`src/rtl/tpa_pkg.sv`:
```
package tpa_pkg;

	// ==========================================================
	// Register offsets
	localparam logic [7:0] OFS_PIN_VALUES = 8'h34;
	localparam logic [7:0] OFS_PROBE_VIEW = 8'h35;
	localparam logic [7:0] OFS_SELFCHECK = 8'h36;
	localparam logic [7:0] OFS_REVISION = 8'h37;
	localparam logic [7:0] OFS_AUX_SELECT = 8'h38;
	localparam logic [7:0] OFS_PORT_ENABLE = 8'h33;
	localparam logic [7:0] OFS_BIT_SELECT = 8'h31;

	// ==========================================================
	// Reset values and field positions
	localparam logic [7:0] RST_PIN_VALUES = 8'h00;
	localparam logic [7:0] RST_SELFCHECK = 8'h40;
	localparam logic [7:0] RST_AUX_SELECT = 8'h00;
	localparam logic [7:0] RST_PORT_ENABLE = 8'h80;
	localparam logic [7:0] RST_BIT_SELECT = 8'h00;
	localparam int IO_ENABLE_BIT = 7;
	localparam int NONLINEAR_BIT = 6;
	localparam logic [7:0] PIN_FIELD_MASK = 8'h7E;
	localparam logic [7:0] SELFCHECK_MASK = 8'h4F;
	localparam logic [7:0] BIT_SELECT_MASK = 8'h07;
	localparam logic [7:0] PORT_ENABLE_MASK = 8'hFE;
	localparam logic [3:0] SELFTEST_ENABLE = 4'h9;
	localparam logic [3:0] SELFTEST_OFF = 4'h0;

	// Arbitrary neutral revision code.
	localparam logic [7:0] REVISION_DEFAULT = 8'h5A;

	// ==========================================================
	// Auxiliary pin source codes
	typedef enum logic [3:0] {
		TPA_SRC_TRISTATE = 4'h0,
		TPA_SRC_CONVERTER = 4'h1,
		TPA_SRC_CORRELATOR = 4'h2,
		TPA_SRC_MIN_LEVEL = 4'h4,
		TPA_SRC_ADC_I = 4'h5,
		TPA_SRC_ADC_Q = 4'h6,
		TPA_SRC_HIGH = 4'hA,
		TPA_SRC_LOW = 4'hB,
		TPA_SRC_TX_ACTIVE = 4'hC,
		TPA_SRC_RX_ACTIVE = 4'hD,
		TPA_SRC_SUBCARRIER = 4'hE,
		TPA_SRC_PROBE_BIT = 4'hF
	} tpa_src_e;

endpackage

```
`src/rtl/tpa_aux_mux.sv`:
```
`timescale 1ns/1ps
// ==========================================================
// One auxiliary pin source selector.
module tpa_aux_mux (
	input wire logic mclk_in,
	input wire logic rst_n_in,
	input wire logic [3:0] source_in,
	input wire logic converter_in,
	input wire logic correlator_in,
	input wire logic min_level_in,
	input wire logic adc_i_in,
	input wire logic adc_q_in,
	input wire logic transmit_active_in,
	input wire logic receive_active_in,
	input wire logic subcarrier_in,
	input wire logic slow_rate_in,
	input wire logic probe_bit_in,
	output logic aux_out,
	output logic aux_oe_out
);
	logic sel_level;
	logic sel_drive;

	// Reserved codes leave the pin undriven, like tristate.
	always_comb begin
		sel_level = 1'h0;
		sel_drive = 1'h1;
		unique case (source_in)
			tpa_pkg::TPA_SRC_CONVERTER: sel_level = converter_in;
			tpa_pkg::TPA_SRC_CORRELATOR: sel_level = correlator_in;
			tpa_pkg::TPA_SRC_MIN_LEVEL: sel_level = min_level_in;
			tpa_pkg::TPA_SRC_ADC_I: sel_level = adc_i_in;
			tpa_pkg::TPA_SRC_ADC_Q: sel_level = adc_q_in;
			tpa_pkg::TPA_SRC_HIGH: sel_level = 1'h1;
			tpa_pkg::TPA_SRC_LOW: sel_level = 1'h0;
			tpa_pkg::TPA_SRC_TX_ACTIVE: sel_level = transmit_active_in;
			tpa_pkg::TPA_SRC_RX_ACTIVE: sel_level = receive_active_in;
			// Subcarrier detection has no meaning at the slowest rate.
			tpa_pkg::TPA_SRC_SUBCARRIER:
				sel_level = subcarrier_in & ~slow_rate_in;
			tpa_pkg::TPA_SRC_PROBE_BIT: sel_level = probe_bit_in;
			default: sel_drive = 1'h0;
		endcase
	end

	always_ff @(posedge mclk_in) begin
		if (!rst_n_in) begin
			aux_out <= 1'h0;
			aux_oe_out <= 1'h0;
		end else begin
			aux_out <= sel_level;
			aux_oe_out <= sel_drive;
		end
	end
endmodule

```
`src/rtl/tpa_sync.sv`:
```
`timescale 1ns/1ps
// ==========================================================
// Two-flop synchroniser for a bus of pin levels.
module tpa_sync #(
	parameter int WIDTH = 6
) (
	input wire logic mclk_in,
	input wire logic rst_n_in,
	input wire logic [WIDTH-1:0] async_in,
	output logic [WIDTH-1:0] sync_out
);
	logic [WIDTH-1:0] stage_reg;

	always_ff @(posedge mclk_in) begin
		if (!rst_n_in) begin
			stage_reg <= '0;
			sync_out <= '0;
		end else begin
			stage_reg <= async_in;
			sync_out <= stage_reg;
		end
	end
endmodule

```
`src/rtl/tpa_test_port.sv`:
```
`timescale 1ns/1ps
// Functional notes
// - Pin value bit 7, with serial host, turns test port into GPIO.
// - Per-pin enable bits choose input or output.
// - Enabled pins drive stored values; bit 0 reserved.
// - Read returns live pins when I/O enabled.
// - Probe bus view readable at 35h.
// - Bit 6 selects nonlinear receive processing.
// - Self test runs only when enabled by 1001b.
// - Fixed revision code readable at 37h.
// - Shared code table: tristate, sources, high, low.
// - Code 1100 outputs transmit activity.
// - Code 1101 outputs receive activity.
// - Code 1110 outputs subcarrier detect, low at slowest rate.
// - Code 1111 outputs selected probe bus bit.
// - Three-bit field selects the probe bus bit.
// - Enable bits 6..1 drive matching test pins.
module tpa_test_port #(
	parameter logic [7:0] REVISION = tpa_pkg::REVISION_DEFAULT
) (
	input wire logic mclk_in,
	input wire logic rst_n_in,
	input wire logic reg_wr_in,
	input wire logic reg_rd_in,
	input wire logic [7:0] reg_addr_in,
	input wire logic [7:0] reg_wdata_in,
	output logic [7:0] reg_rdata_out,
	output logic reg_hit_out,
	input wire logic serial_host_in,
	input wire logic [6:1] port_pin_in,
	output logic [6:1] port_pin_out,
	output logic [6:1] port_pin_oe_out,
	input wire logic [7:0] probe_bus_in,
	input wire logic selftest_cmd_in,
	output logic selftest_start_out,
	output logic nonlinear_receive_out,
	input wire logic [1:0] converter_in,
	input wire logic correlator_in,
	input wire logic min_level_in,
	input wire logic adc_i_in,
	input wire logic adc_q_in,
	input wire logic transmit_active_in,
	input wire logic receive_active_in,
	input wire logic subcarrier_in,
	input wire logic slow_rate_in,
	output logic aux_pin_one_out,
	output logic aux_pin_one_oe_out,
	output logic aux_pin_two_out,
	output logic aux_pin_two_oe_out
);
	// ==========================================================
	// Register storage
	logic [7:0] pin_values_reg;
	logic [7:0] selfcheck_reg;
	logic [7:0] aux_select_reg;
	logic [7:0] port_enable_reg;
	logic [7:0] bit_select_reg;

	// ==========================================================
	// Address decode
	wire hit_pin = reg_addr_in == tpa_pkg::OFS_PIN_VALUES;
	wire hit_probe = reg_addr_in == tpa_pkg::OFS_PROBE_VIEW;
	wire hit_self = reg_addr_in == tpa_pkg::OFS_SELFCHECK;
	wire hit_rev = reg_addr_in == tpa_pkg::OFS_REVISION;
	wire hit_aux = reg_addr_in == tpa_pkg::OFS_AUX_SELECT;
	wire hit_en = reg_addr_in == tpa_pkg::OFS_PORT_ENABLE;
	wire hit_bit = reg_addr_in == tpa_pkg::OFS_BIT_SELECT;
	wire any_hit = hit_pin | hit_probe | hit_self | hit_rev | hit_aux |
		hit_en | hit_bit;

	// Reserved positions are masked on write so they stay zero.
	wire [7:0] pin_values_next =
		reg_wdata_in & (tpa_pkg::PIN_FIELD_MASK | 8'h80);
	wire [7:0] selfcheck_next = reg_wdata_in & tpa_pkg::SELFCHECK_MASK;
	wire [7:0] port_enable_next = reg_wdata_in & tpa_pkg::PORT_ENABLE_MASK;
	wire [7:0] bit_select_next = reg_wdata_in & tpa_pkg::BIT_SELECT_MASK;
	// Both nibbles of the aux select register are stored unmasked; reserved codes are kept and leave the pin undriven.
	wire [7:0] aux_select_next = reg_wdata_in;

	// ==========================================================
	// Write strobes
	// Read-only and unmapped offsets have no strobe, so writes to them
	// are dropped without a trace.
	wire wr_pin = reg_wr_in & hit_pin;
	wire wr_self = reg_wr_in & hit_self;
	wire wr_aux = reg_wr_in & hit_aux;
	wire wr_en = reg_wr_in & hit_en;
	wire wr_bit = reg_wr_in & hit_bit;

	always_ff @(posedge mclk_in) begin
		if (!rst_n_in) begin
			pin_values_reg <= tpa_pkg::RST_PIN_VALUES;
		end else if (wr_pin) begin
			pin_values_reg <= pin_values_next;
		end
	end

	always_ff @(posedge mclk_in) begin
		if (!rst_n_in) begin
			selfcheck_reg <= tpa_pkg::RST_SELFCHECK;
		end else if (wr_self) begin
			selfcheck_reg <= selfcheck_next;
		end
	end

	always_ff @(posedge mclk_in) begin
		if (!rst_n_in) begin
			aux_select_reg <= tpa_pkg::RST_AUX_SELECT;
		end else if (wr_aux) begin
			aux_select_reg <= aux_select_next;
		end
	end

	always_ff @(posedge mclk_in) begin
		if (!rst_n_in) begin
			port_enable_reg <= tpa_pkg::RST_PORT_ENABLE;
		end else if (wr_en) begin
			port_enable_reg <= port_enable_next;
		end
	end

	always_ff @(posedge mclk_in) begin
		if (!rst_n_in) begin
			bit_select_reg <= tpa_pkg::RST_BIT_SELECT;
		end else if (wr_bit) begin
			bit_select_reg <= bit_select_next;
		end
	end

	// ==========================================================
	// Test port pins
	logic [6:1] pin_live;

	tpa_sync #(
		.WIDTH(6)
	) u_pin_sync (
		.mclk_in(mclk_in),
		.rst_n_in(rst_n_in),
		.async_in(port_pin_in),
		.sync_out(pin_live)
	);

	wire io_mode = pin_values_reg[tpa_pkg::IO_ENABLE_BIT] &
		serial_host_in;

	// ==========================================================
	// Per-pin drive and enable
	logic [6:1] pin_drive_next;
	logic [6:1] pin_oe_next;

	// Each driver follows its own enable bit, only in I/O mode.
	for (genvar p = 1; p <= 6; p++) begin : g_pin
		assign pin_drive_next[p] = pin_values_reg[p];
		assign pin_oe_next[p] = io_mode & port_enable_reg[p];
	end

	always_ff @(posedge mclk_in) begin
		if (!rst_n_in) begin
			port_pin_out <= '0;
			port_pin_oe_out <= '0;
		end else begin
			port_pin_out <= pin_drive_next;
			port_pin_oe_out <= pin_oe_next;
		end
	end

	// ==========================================================
	// Receiver option and self test
	assign nonlinear_receive_out =
		selfcheck_reg[tpa_pkg::NONLINEAR_BIT];

	wire selftest_armed =
		selfcheck_reg[3:0] == tpa_pkg::SELFTEST_ENABLE;

	always_ff @(posedge mclk_in) begin
		if (!rst_n_in) begin
			selftest_start_out <= 1'h0;
		end else begin
			selftest_start_out <= selftest_armed & selftest_cmd_in;
		end
	end

	// ==========================================================
	// Auxiliary pins
	wire probe_bit = probe_bus_in[bit_select_reg[2:0]];

	tpa_aux_mux u_aux_one (
		.mclk_in(mclk_in),
		.rst_n_in(rst_n_in),
		.source_in(aux_select_reg[7:4]),
		.converter_in(converter_in[0]),
		.correlator_in(correlator_in),
		.min_level_in(min_level_in),
		.adc_i_in(adc_i_in),
		.adc_q_in(adc_q_in),
		.transmit_active_in(transmit_active_in),
		.receive_active_in(receive_active_in),
		.subcarrier_in(subcarrier_in),
		.slow_rate_in(slow_rate_in),
		.probe_bit_in(probe_bit),
		.aux_out(aux_pin_one_out),
		.aux_oe_out(aux_pin_one_oe_out)
	);

	tpa_aux_mux u_aux_two (
		.mclk_in(mclk_in),
		.rst_n_in(rst_n_in),
		.source_in(aux_select_reg[3:0]),
		.converter_in(converter_in[1]),
		.correlator_in(correlator_in),
		.min_level_in(min_level_in),
		.adc_i_in(adc_i_in),
		.adc_q_in(adc_q_in),
		.transmit_active_in(transmit_active_in),
		.receive_active_in(receive_active_in),
		.subcarrier_in(subcarrier_in),
		.slow_rate_in(slow_rate_in),
		.probe_bit_in(probe_bit),
		.aux_out(aux_pin_two_out),
		.aux_oe_out(aux_pin_two_oe_out)
	);

	// ==========================================================
	// Read path
	// In I/O mode the pin bits show the synchronised live levels.
	wire [7:0] pin_readback = io_mode ?
		{pin_values_reg[7], pin_live, 1'h0} : pin_values_reg;

	// Each register offers its value only while addressed, so the read
	// data is a plain OR of the terms below.
	wire [7:0] rd_pin = hit_pin ? pin_readback : 8'h00;
	wire [7:0] rd_probe = hit_probe ? probe_bus_in : 8'h00;
	wire [7:0] rd_self = hit_self ? selfcheck_reg : 8'h00;
	wire [7:0] rd_rev = hit_rev ? REVISION : 8'h00;
	wire [7:0] rd_aux = hit_aux ? aux_select_reg : 8'h00;
	wire [7:0] rd_en = hit_en ? port_enable_reg : 8'h00;
	wire [7:0] rd_bit = hit_bit ? bit_select_reg : 8'h00;

	// Unmapped addresses leave every term at zero.
	wire [7:0] rdata_sel = rd_pin | rd_probe | rd_self | rd_rev |
		rd_aux | rd_en | rd_bit;

	always_ff @(posedge mclk_in) begin
		if (!rst_n_in) begin
			reg_rdata_out <= 8'h00;
		end else if (reg_rd_in) begin
			reg_rdata_out <= rdata_sel;
		end
	end

	// The hit flag is taken with the data, so both describe one read.
	always_ff @(posedge mclk_in) begin
		if (!rst_n_in) begin
			reg_hit_out <= 1'h0;
		end else if (reg_rd_in) begin
			reg_hit_out <= any_hit;
		end
	end
endmodule

```
`config.mk`:
```
export PLATFORM = sky130hd
export DESIGN_NAME = tpa_test_port
export DESIGN_NICKNAME = d
export VERILOG_FILES = /design/src/rtl/tpa_pkg.sv /design/src/rtl/tpa_aux_mux.sv /design/src/rtl/tpa_sync.sv /design/src/rtl/tpa_test_port.sv
export SDC_FILE = /design/constraint.sdc
export NUM_CORES = 1
export LEC_CHECK = 0
export BUFFER_PORTS_ARGS = -buffer_cell sky130_fd_sc_hd__buf_4
export CORE_MARGIN = 2
export CORE_UTILIZATION = 40
export CTS_BUF_LIST = sky130_fd_sc_hd__clkbuf_8
export DETAILED_ROUTE_END_ITERATION = 7
export SYNTH_ARGS = -nofsm -noshare
export SYNTH_HDL_FRONTEND = slang
export SYNTH_SLANG_ARGS = --single-unit
```
`constraint.sdc`:
```
create_clock -name mclk_in -period 2.2 [get_ports mclk_in]
set_input_delay 0.44 -clock mclk_in [delete_from_list [all_inputs] [get_ports mclk_in]]
set_output_delay 0.44 -clock mclk_in [all_outputs]
set_load 0.1 [all_outputs]
```
# Word-level counts from Yosys, hierarchy flattened

Index checks and enable logic that the tools add are counted.
W data, S select, Z words.

Register bits after elaboration: 68
Word-level logic and storage cells: 90

Magnitude comparators: 1
Equality and inequality tests: 30
Mux-type cells: 14
Bitwise logic cells: 27
Reduce and logical (&&, ||, !) cells: 2

Operators by type and width:

| cell                 | count |
|---|---|
| $eq A8 B6 Y1 const B | 7 |
| $eq A4 B4 Y1 const B | 13 |
| $mux W8              | 4 |
| $eq A4 B3 Y1 const B | 6 |
| $or A8 B8 Y8         | 3 |
| $reduce_or A11 Y1    | 2 |
| $mux W7              | 3 |
| $pmux W1 S10         | 2 |
| $or A8 B7 Y8         | 2 |
| $and A1 B1 Y1        | 14 |
| $eq A4 B1 Y1 const B | 2 |
| $eq A4 B2 Y1 const B | 2 |
| $or A8 B3 Y8         | 1 |
| $or A1 B1 Y1         | 6 |
| $lt A3 B4 Y1 const B | 1 |
| $bmux W1 S3          | 1 |
| $mux W1              | 3 |
| $mux W3              | 1 |
| $not A1 Y1           | 1 |

# Logic depth before layout (Yosys ltp)

Gate-level depths: netlist of the first run.

Word-level depth: 9
Depth in mapped cells: 6
Gate-level depth less buffers: 4

# Modules after synthesis

From an unflattened synthesis of the first run, not the netlist that was laid out.

Cells, all modules: 298
Area total of the unflattened synthesis: 3,159.3 µm²

By module, submodules not included:

| module        | times used | cells an instance | area an instance (µm²) | seq. area each (µm²) |
|---|---|---|---|---|
| tpa_test_port | 1          | 237               | 2,474.9                | 1,041.0 |
| tpa_aux_mux   | 2          | 18                | 173.9                  | 40.0 |
| tpa_sync      | 1          | 25                | 336.6                  | 240.2 |

# Worst setup path before layout of the first run

OpenSTA, ideal clock, no wires.

Kind: input -> register
Start: input probe_bus_in[3]
End: register u_aux_two.aux_out
Library setup time: 117 ps
Arrival: 1,839 ps
Data required time: 2,083 ps
Path slack: 243 ps
Cell stages on the path: 4
Buffers on the path: 0
Cell sequence: mux4_1 mux2_2 mux4_2 a32o_1

Cells in the longest elaborated chain, start to end: 3

RTL lines:

| what                          | line                 | text |
|---|---|---|
| start, declared               | tpa_test_port.sv:33  | `input wire logic [7:0] probe_bus_in,` |
| $bmux W1 S3                   | tpa_test_port.sv:185 | `wire probe_bit = probe_bus_in[bit_select_reg[2:0]];` |
| $mux W1 (not written as such) | tpa_test_port.sv:185 |  |
| $pmux W1 S10                  | tpa_aux_mux.sv:28    | `unique case (source_in)` |
| end signal, assigned          | tpa_aux_mux.sv:51    | `aux_out <= sel_level;` |
| end, declared                 | tpa_aux_mux.sv:18    | `output logic aux_out,` |

Every way passes these cells. The select of a mux whose other input is x is not followed.
A chain may end at the register's enable or synchronous reset.

# Worst setup path in the final report of the first run

Start: register bit_select_reg[0]
End: register u_aux_two.aux_out

Cells in the longest elaborated chain, start to end: 3

RTL lines:

| what                          | line                 | text |
|---|---|---|
| start, declared               | tpa_test_port.sv:57  | `logic [7:0] bit_select_reg;` |
| start signal, assigned        | tpa_test_port.sv:124 | `bit_select_reg <= tpa_pkg::RST_BIT_SELECT;` |
| start signal, assigned        | tpa_test_port.sv:126 | `bit_select_reg <= bit_select_next;` |
| $bmux W1 S3                   | tpa_test_port.sv:185 |  |
| $mux W1 (not written as such) | tpa_test_port.sv:185 |  |
| $pmux W1 S10                  | tpa_aux_mux.sv:28    |  |

Every way passes these cells. The select of a mux whose other input is x is not followed.

==> results of run 1 <==
==> worst reg2reg max path: stages (launching register included) <==
cell	delay, ps
dfxtp_1	410
mux4_1	570
mux2_2	310
mux4_2	470
a32o_1	220
==> how the worst max path moves through the flow <==
| stage | endpoint | start | slack (ps) |
|---|---|---|---|
| CTS | u_aux_two.aux_out | bit_select_reg[0] | 100 |
| floorplan | u_aux_two.aux_out | probe_bus_in[3] | 240 |
| global placement | u_aux_two.aux_out | probe_bus_in[3] | 70 |
| finish | u_aux_two.aux_out | bit_select_reg[0] | 100 |
| detailed placement | u_aux_two.aux_out | probe_bus_in[3] | 30 |
| global route | u_aux_two.aux_out | bit_select_reg[0] | 50 |
==> layer usage <==
| layer | GRT usage (%) | up-vias | share of wire (%) |
|---|---|---|---|
| met3 | 5.23 | 7 | 6.3 |
| met4 | 7.20 | 0 | 1.1 |
| met1 | 29.9 | 1211 | 47 |
| met5 | 0 | - | 0 |
| li1 | - | 1303 | - |
| met2 | 31.1 | 82 | 45 |
==> cells by family after synthesis <==
| kind of cell | Yosys count | share of synthesized area [%] |
|---|---|---|
| and+or+nand+nor | 122 | 22.2 |
| DFF | 68 | 44.5 |
| AOI/OAI and AO/OA | 64 | 15.0 |
| muxes | 39 | 14.7 |
| buffers and inverters | 29 | 3.60 |
==> placed cells by master (no fill, tap or decap), types with 5 or more instances in the layout <==
cell,count
nor2_1,29
nand2_1,11
and2_1,19
mux2i_1,34
dfxtp_1,68
a31oi_1,5
buf_4,84
clkbuf_8,10
a21oi_1,5
nand3_1,11
o21ai_0,15
nor2b_1,15
a211oi_1,7
and3_1,13
==> final cells by class <==
type                       count  area [µm²]
fill                         684        3390
clock buffer                  10         138
clock inverter                 6        62.6
inverter                       3        11.3
multi-input combinational    225        1590
timing repair buffer          85         651
sequential                    68        1360
tap                           99         124
==> report_power, final <==
part	internal [mW]	switching (mW)	total, mW
sequential	1.25	0.00778	1.26
combinational	0.103	0.163	0.265
clock	0.554	0.482	1.04
==> synthesized netlist by cell type (all sizes together) (3+ instances only) <==
master  number
inv          3
nand2       11
nand3       11
nor2b       15
dfxtp       68
nand2b       4
nand4        3
mux2i       34
nor4bb       3
nor2        29
and3        13
a31oi        5
mux4         4
o21ai       15
o21a         3
nand4b       3
nor3         4
a211oi       7
a21oi        5
o211ai       4
clkbuf      24
a21bo        4
and2        19
==> stage by stage <==
stage | power, mW | util, %
floorplan | 1.43 | -
global placement | 1.55 | 51.0
detailed placement | 1.55 | 51.0
CTS | 2.58 | 53.8
global route | 2.66 | 53.8
finish | 2.56 | 53.8
==> metrics.log, run 1 <==
INFO  metric dpl.cell_count = 480
INFO  metric netlist_instances = roughly 320
INFO  metric synth_area_per_cell = approximately 9.5 µm²
INFO  metric cts.repair.resized = 0
INFO  metric final-hold-violation-count = 0
INFO  metric core_area = 0.00733 mm²
INFO  metric postSynthNetCount = ~370
INFO  metric max-cap-violations = 0
INFO  metric grt_pass1_vias = approximately 2400
INFO  metric hold-worst-slack = between 200 and 300 ps
INFO  metric gr-usage-all-layers = 21.1%
INFO  metric endpoint_kind_of_the_worst_setup_timing_path = flip-flop
INFO  metric area.growth.synth_to_final = 28.8%
INFO  metric drv_slew = 0
INFO  metric worst_slew_pin_slew = 789 ps
INFO  metric postLayoutSetupSlackWorst = about 100 ps
INFO  metric via_per_inst = 5.25
INFO  metric whs_endpoint = u_pin_sync.stage_reg[0]
INFO  metric grt_setup_unrepaired = false
INFO  metric report.final.setup_viol = 0
INFO  metric antenna_cells = 0
INFO  metric rr_endpoint = u_aux_two.aux_out
INFO  metric cp_slowest_cell = mux4_1
INFO  metric fp.dieArea = around 0.0084 mm²
INFO  metric drt_first_pass_iters = 4
INFO  metric hold_buffers = 0
INFO  metric timing.clock.skew = 6.88 ps
INFO  metric arrival = between 2000 and 2500 ps
INFO  metric antenna_found_initial = 0
INFO  metric drtAntennaViolNets = 0
INFO  metric hold_path_depth = 2
INFO  metric critPathBufInv = 0
INFO  metric final_worst_path_period_share = a little over nine tenths
INFO  metric ios = 73
INFO  metric vdd_ir_drop_max = ~0.32 mV
INFO  metric grt_start_max_net_pins = 33
INFO  metric crit_path_max_incr_delay = between 500 and 600 ps
INFO  metric buffers_added_on_ports = between 70 and 80
INFO  metric layout.nets = around 440
INFO  metric finalCriticalPeriod = about 2100 ps
INFO  metric detailed_place_hpwl = slightly above 6000 µm
INFO  metric crit_path_cell_trace = mux4_1, mux2_2, mux4_2, a32o_1
INFO  metric path_depth = 4
INFO  metric p_per_area = between 600 and 700 mW/mm²
INFO  metric cts_tree = built
INFO  metric globalRoute.totalOverflow = 0
INFO  metric synth.top_cell.area_share = 44.5%
INFO  metric cts_buffer_depth = 2
INFO  metric placementRows = 31
INFO  metric postSynth.asyncResetShare = 0%
INFO  metric tns = 0 ps
INFO  metric fmaxAchievable = approximately 480 MHz
INFO  metric ys_top_cells_by_area = dfxtp_1, mux2i_1, and2_1, nor2_1, nor2b_1
INFO  metric status = finished clean
INFO  metric hold_path.startpoint = port_pin_in[1]
INFO  metric rr_startpoint = bit_select_reg[0]
INFO  metric finish.cell_count_without_fillers = 496
INFO  metric slew_headroom = between 40 and 50%
INFO  metric layout.cell_area.non_filler = 0.00394 mm²
INFO  metric area_of_the_mapped_netlist = between 0.003 and 0.004 mm²
INFO  metric clock_tree.root_cell = clkbuf_8
INFO  metric detailedPlace.worstSlack = roughly 34 ps
INFO  metric setup.worst_path.class = reg2reg
INFO  metric worst_path_dominant_cell_family = multiplexers
INFO  metric dr_total_vias = ~2600
INFO  metric synth_cell_types = 47
INFO  metric cts.clk_slew.worst_paths = approximately 80 ps
INFO  metric yosysWarnings = 0
INFO  metric synth_area_leader_cell = dfxtp_1
INFO  metric detailed_place.area = 0.00374 mm²
INFO  metric clock_tree.htree_level_count = 3
INFO  metric die_width = between 90 and 100 µm
INFO  metric hp-class = in2reg
INFO  metric number_of_setup_buffers_added_after_cts = 0
INFO  metric timing.critical_path.fanout_max = 4
INFO  metric layout_cell_share_with_drive_strength_beyond_1 = around 28%
INFO  metric ys.flop_type = dfxtp_1
INFO  metric per_cell_routed_wire_length = around 17 µm
INFO  metric drt_drc_violations_left = 0
INFO  metric reg2regPathDepth = 4
INFO  metric initial_utilization = between 40% and 50%
INFO  metric dr.first_iter.drc_count = approximately 170
INFO  metric routabilityCongestion = approximately 0.86
INFO  metric clkSinkCount = 68
INFO  metric route.final.wire_length = 8490 µm
INFO  metric crit_path_start_kind = flip-flop
INFO  metric cts_made_buffers = 9
INFO  metric chipHeight = between 90 and 100 µm
INFO  metric worst_skew_pair_latency = between 300 and 400 ps
INFO  metric ys_seq_elements = 68
INFO  metric part_of_the_yosys_area_used_for_sequential_elements = about 44%
INFO  metric grt_pass1_wl = around 13000 µm
INFO  metric worst_reg_to_reg_setup_slack = 100 ps
INFO  metric edff_count_synth = 0
INFO  metric worst_ep_required_time = 2430 ps
INFO  metric total_leakage_power = 1.73 nW
Note: power is estimated with default switching activity, not from simulation.
==> run 2, diff against run 1 <==
- RECOVER_POWER: unset -> 25
- SETUP_SLACK_MARGIN: unset -> 0.1
==> run 2 against run 1 <==
Critical path depth unchanged; register-to-register slack gained 60 ps; hold slack about the same; design area about the same; largest cell class unchanged; sequential share of layout area up 0.054 points; critical endpoint unchanged; combinational power is essentially flat; largest power group unchanged; clock-buffer cell count unchanged; power hardly changed; cell count is the same; global-route usage unchanged.
==> metrics.log, run 2 (synthesized netlist as in run 1, its figures left out) <==
INFO  metric status = finished clean
INFO  metric crit_path_max_incr_delay = ~550 ps
INFO  metric grt.met3_usage = between 5 and 6%
INFO  metric postLayoutSetupSlackWorst = 163 ps
INFO  metric finalCriticalPeriod = 2040 ps
INFO  metric cts.clk_slew.worst_paths = about 80 ps
INFO  metric vdd_ir_drop_max = approximately 0.32 mV
INFO  metric per_cell_routed_wire_length = 17.0 µm
INFO  metric detailed_place_hpwl = 6200 µm
INFO  metric clkSinkCount = approximately 70
INFO  metric cts_buffer_depth = 2
INFO  metric placementRows = 31
INFO  metric power.total = about 2.6 mW
INFO  metric fp.dieArea = 0.00836 mm²
INFO  metric die_width = a little over 90 µm
INFO  metric globalRoute.totalOverflow = 0
INFO  metric antenna_cells = 0
INFO  metric dpl.cell_count = 480
INFO  metric p_per_area = 649 mW/mm²
INFO  metric total_leakage_power = roughly 1.7 nW
INFO  metric worst_ep_required_time = approximately 2400 ps
INFO  metric routabilityCongestion = roughly 0.86
INFO  metric slew_headroom = 24.2%
INFO  metric dr_total_vias = 2622
INFO  metric timing.critical_path.fanout_max = 4
INFO  metric max-cap-violations = 0
INFO  metric core_area = approximately 0.0073 mm²
INFO  metric final_worst_path_period_share = between 90% and 100%
INFO  metric cts_tree = built
INFO  metric chipHeight = around 91 µm
INFO  metric gr-usage-met2 = between 30% and 40%
INFO  metric crit_path_start_kind = flip-flop
INFO  metric gr-usage-all-layers = 21.1%
INFO  metric grt_use_met1 = 29.9%
INFO  metric area.growth.synth_to_final = 28.8%
INFO  metric setup.worst_path.class = reg2reg
INFO  metric worst_reg_to_reg_setup_slack = 160 ps
INFO  metric report.final.setup_viol = 0
INFO  metric initial_utilization = between 40% and 50%
INFO  metric layout.cell_area.non_filler = 0.00394 mm²
INFO  metric hold-worst-slack = ~300 ps
INFO  metric buffers_added_on_ports = 72
INFO  metric worst_path_dominant_cell_family = multiplexers
INFO  metric endpoint_kind_of_the_worst_setup_timing_path = flip-flop
INFO  metric clock_tree.root_cell = clkbuf_8
INFO  metric final-hold-violation-count = 0
INFO  metric detailedPlace.worstSlack = ~34 ps
INFO  metric cp_slowest_cell = mux4_1
INFO  metric worst_skew_pair_latency = between 300 and 400 ps
INFO  metric layout.cells.most_common = buf_4
INFO  metric clock_tree.htree_level_count = 3
INFO  metric ios = 73
INFO  metric drv_slew = 0
INFO  metric critPathBufInv = 0
INFO  metric route.final.wire_length = approximately 8500 µm
INFO  metric grt_pass1_vias = about 2400
INFO  metric crit_path_cell_trace = mux4_1, mux2_2, mux4_2, a32o_1
INFO  metric grt_setup_unrepaired = false
INFO  metric finish.cell_count_without_fillers = approximately 500
INFO  metric drt_first_pass_iters = 4
INFO  metric timing.clock.skew = 8.20 ps
INFO  metric detailed_place.area = about 0.0037 mm²
INFO  metric grt_start_max_net_pins = 33
INFO  metric dr.first_iter.drc_count = 146
INFO  metric fmaxAchievable = between 400 and 500 MHz
INFO  metric tns = 0 ps
INFO  metric hp-class = in2reg
INFO  metric arrival = roughly 2300 ps
INFO  metric busiest_grt_layer = met2
INFO  metric worst_slew_pin_slew = about 1100 ps
INFO  metric via_per_inst = around 5.3
INFO  metric layout.nets = about 440
INFO  metric layout_cell_share_with_drive_strength_beyond_1 = between 20% and 30%
INFO  metric layout_common_cells = buf_4, dfxtp_1, mux2i_1, nor2_1
INFO  metric antenna_found_initial = 0
INFO  metric post-route-util = 53.7%
INFO  metric drt_drc_violations_left = 0
INFO  metric cts_made_buffers = 9
INFO  metric grt_pass1_wl = ~13000 µm
INFO  metric drtAntennaViolNets = 0
==> run 2: changes by cell type in the layout (fill, tap and decap cells not counted) <==
cell,before,now
clkbuf_1,0,1
dfxtp_1,68,67
and2_0,0,6
buf_4,84,83
and2_1,19,13
dfxtp_2,0,1
==> run 2: area by class of cell <==
| type | count | area, µm² |
|---|---|---|
| Sequential cell | 68 | 1360 |
| Timing Repair Buffer | 85 | 647 |
| Tap cell | 99 | 124 |
| Clock buffer | 10 | 138 |
| Multi-Input combinational cell | 225 | 1590 |
| Clock inverter | 6 | 62.6 |
| Fill cell | 685 | 3390 |
| Inverter | 3 | 11.3 |
==> run 2: final timing paths <==
| kind | depth (start not counted) | end | from |
|---|---|---|---|
| worst max-delay path | 4 | u_aux_two.aux_out | bit_select_reg[0] |
| worst min-delay path | 2 | u_pin_sync.stage_reg[3] | port_pin_in[4] |
| worst max register to register | 4 | u_aux_two.aux_out | bit_select_reg[0] |
| worst min register to register | 1 | u_pin_sync.sync_out[3] | u_pin_sync.stage_reg[3] |
==> run 2: metal layers <==
metal  share of wire [%]  vias up
met5                   0        -
met4                 1.2        0
met3                 6.8        8
met2                  45       89
met1                  47     1221
li1                    -     1304
==> run 2: timing repair <==
item	CTS	global route
hold buffers	0	0
setup endpoints to repair	0	1
resized for setup	0	1
setup buffers	0	0
==> run 2: power by group <==
| part | switching (mW) | internal [mW] |
|---|---|---|
| sequential | 0.00774 | 1.25 |
| clock | 0.482 | 0.554 |
| combinational | 0.163 | 0.102 |
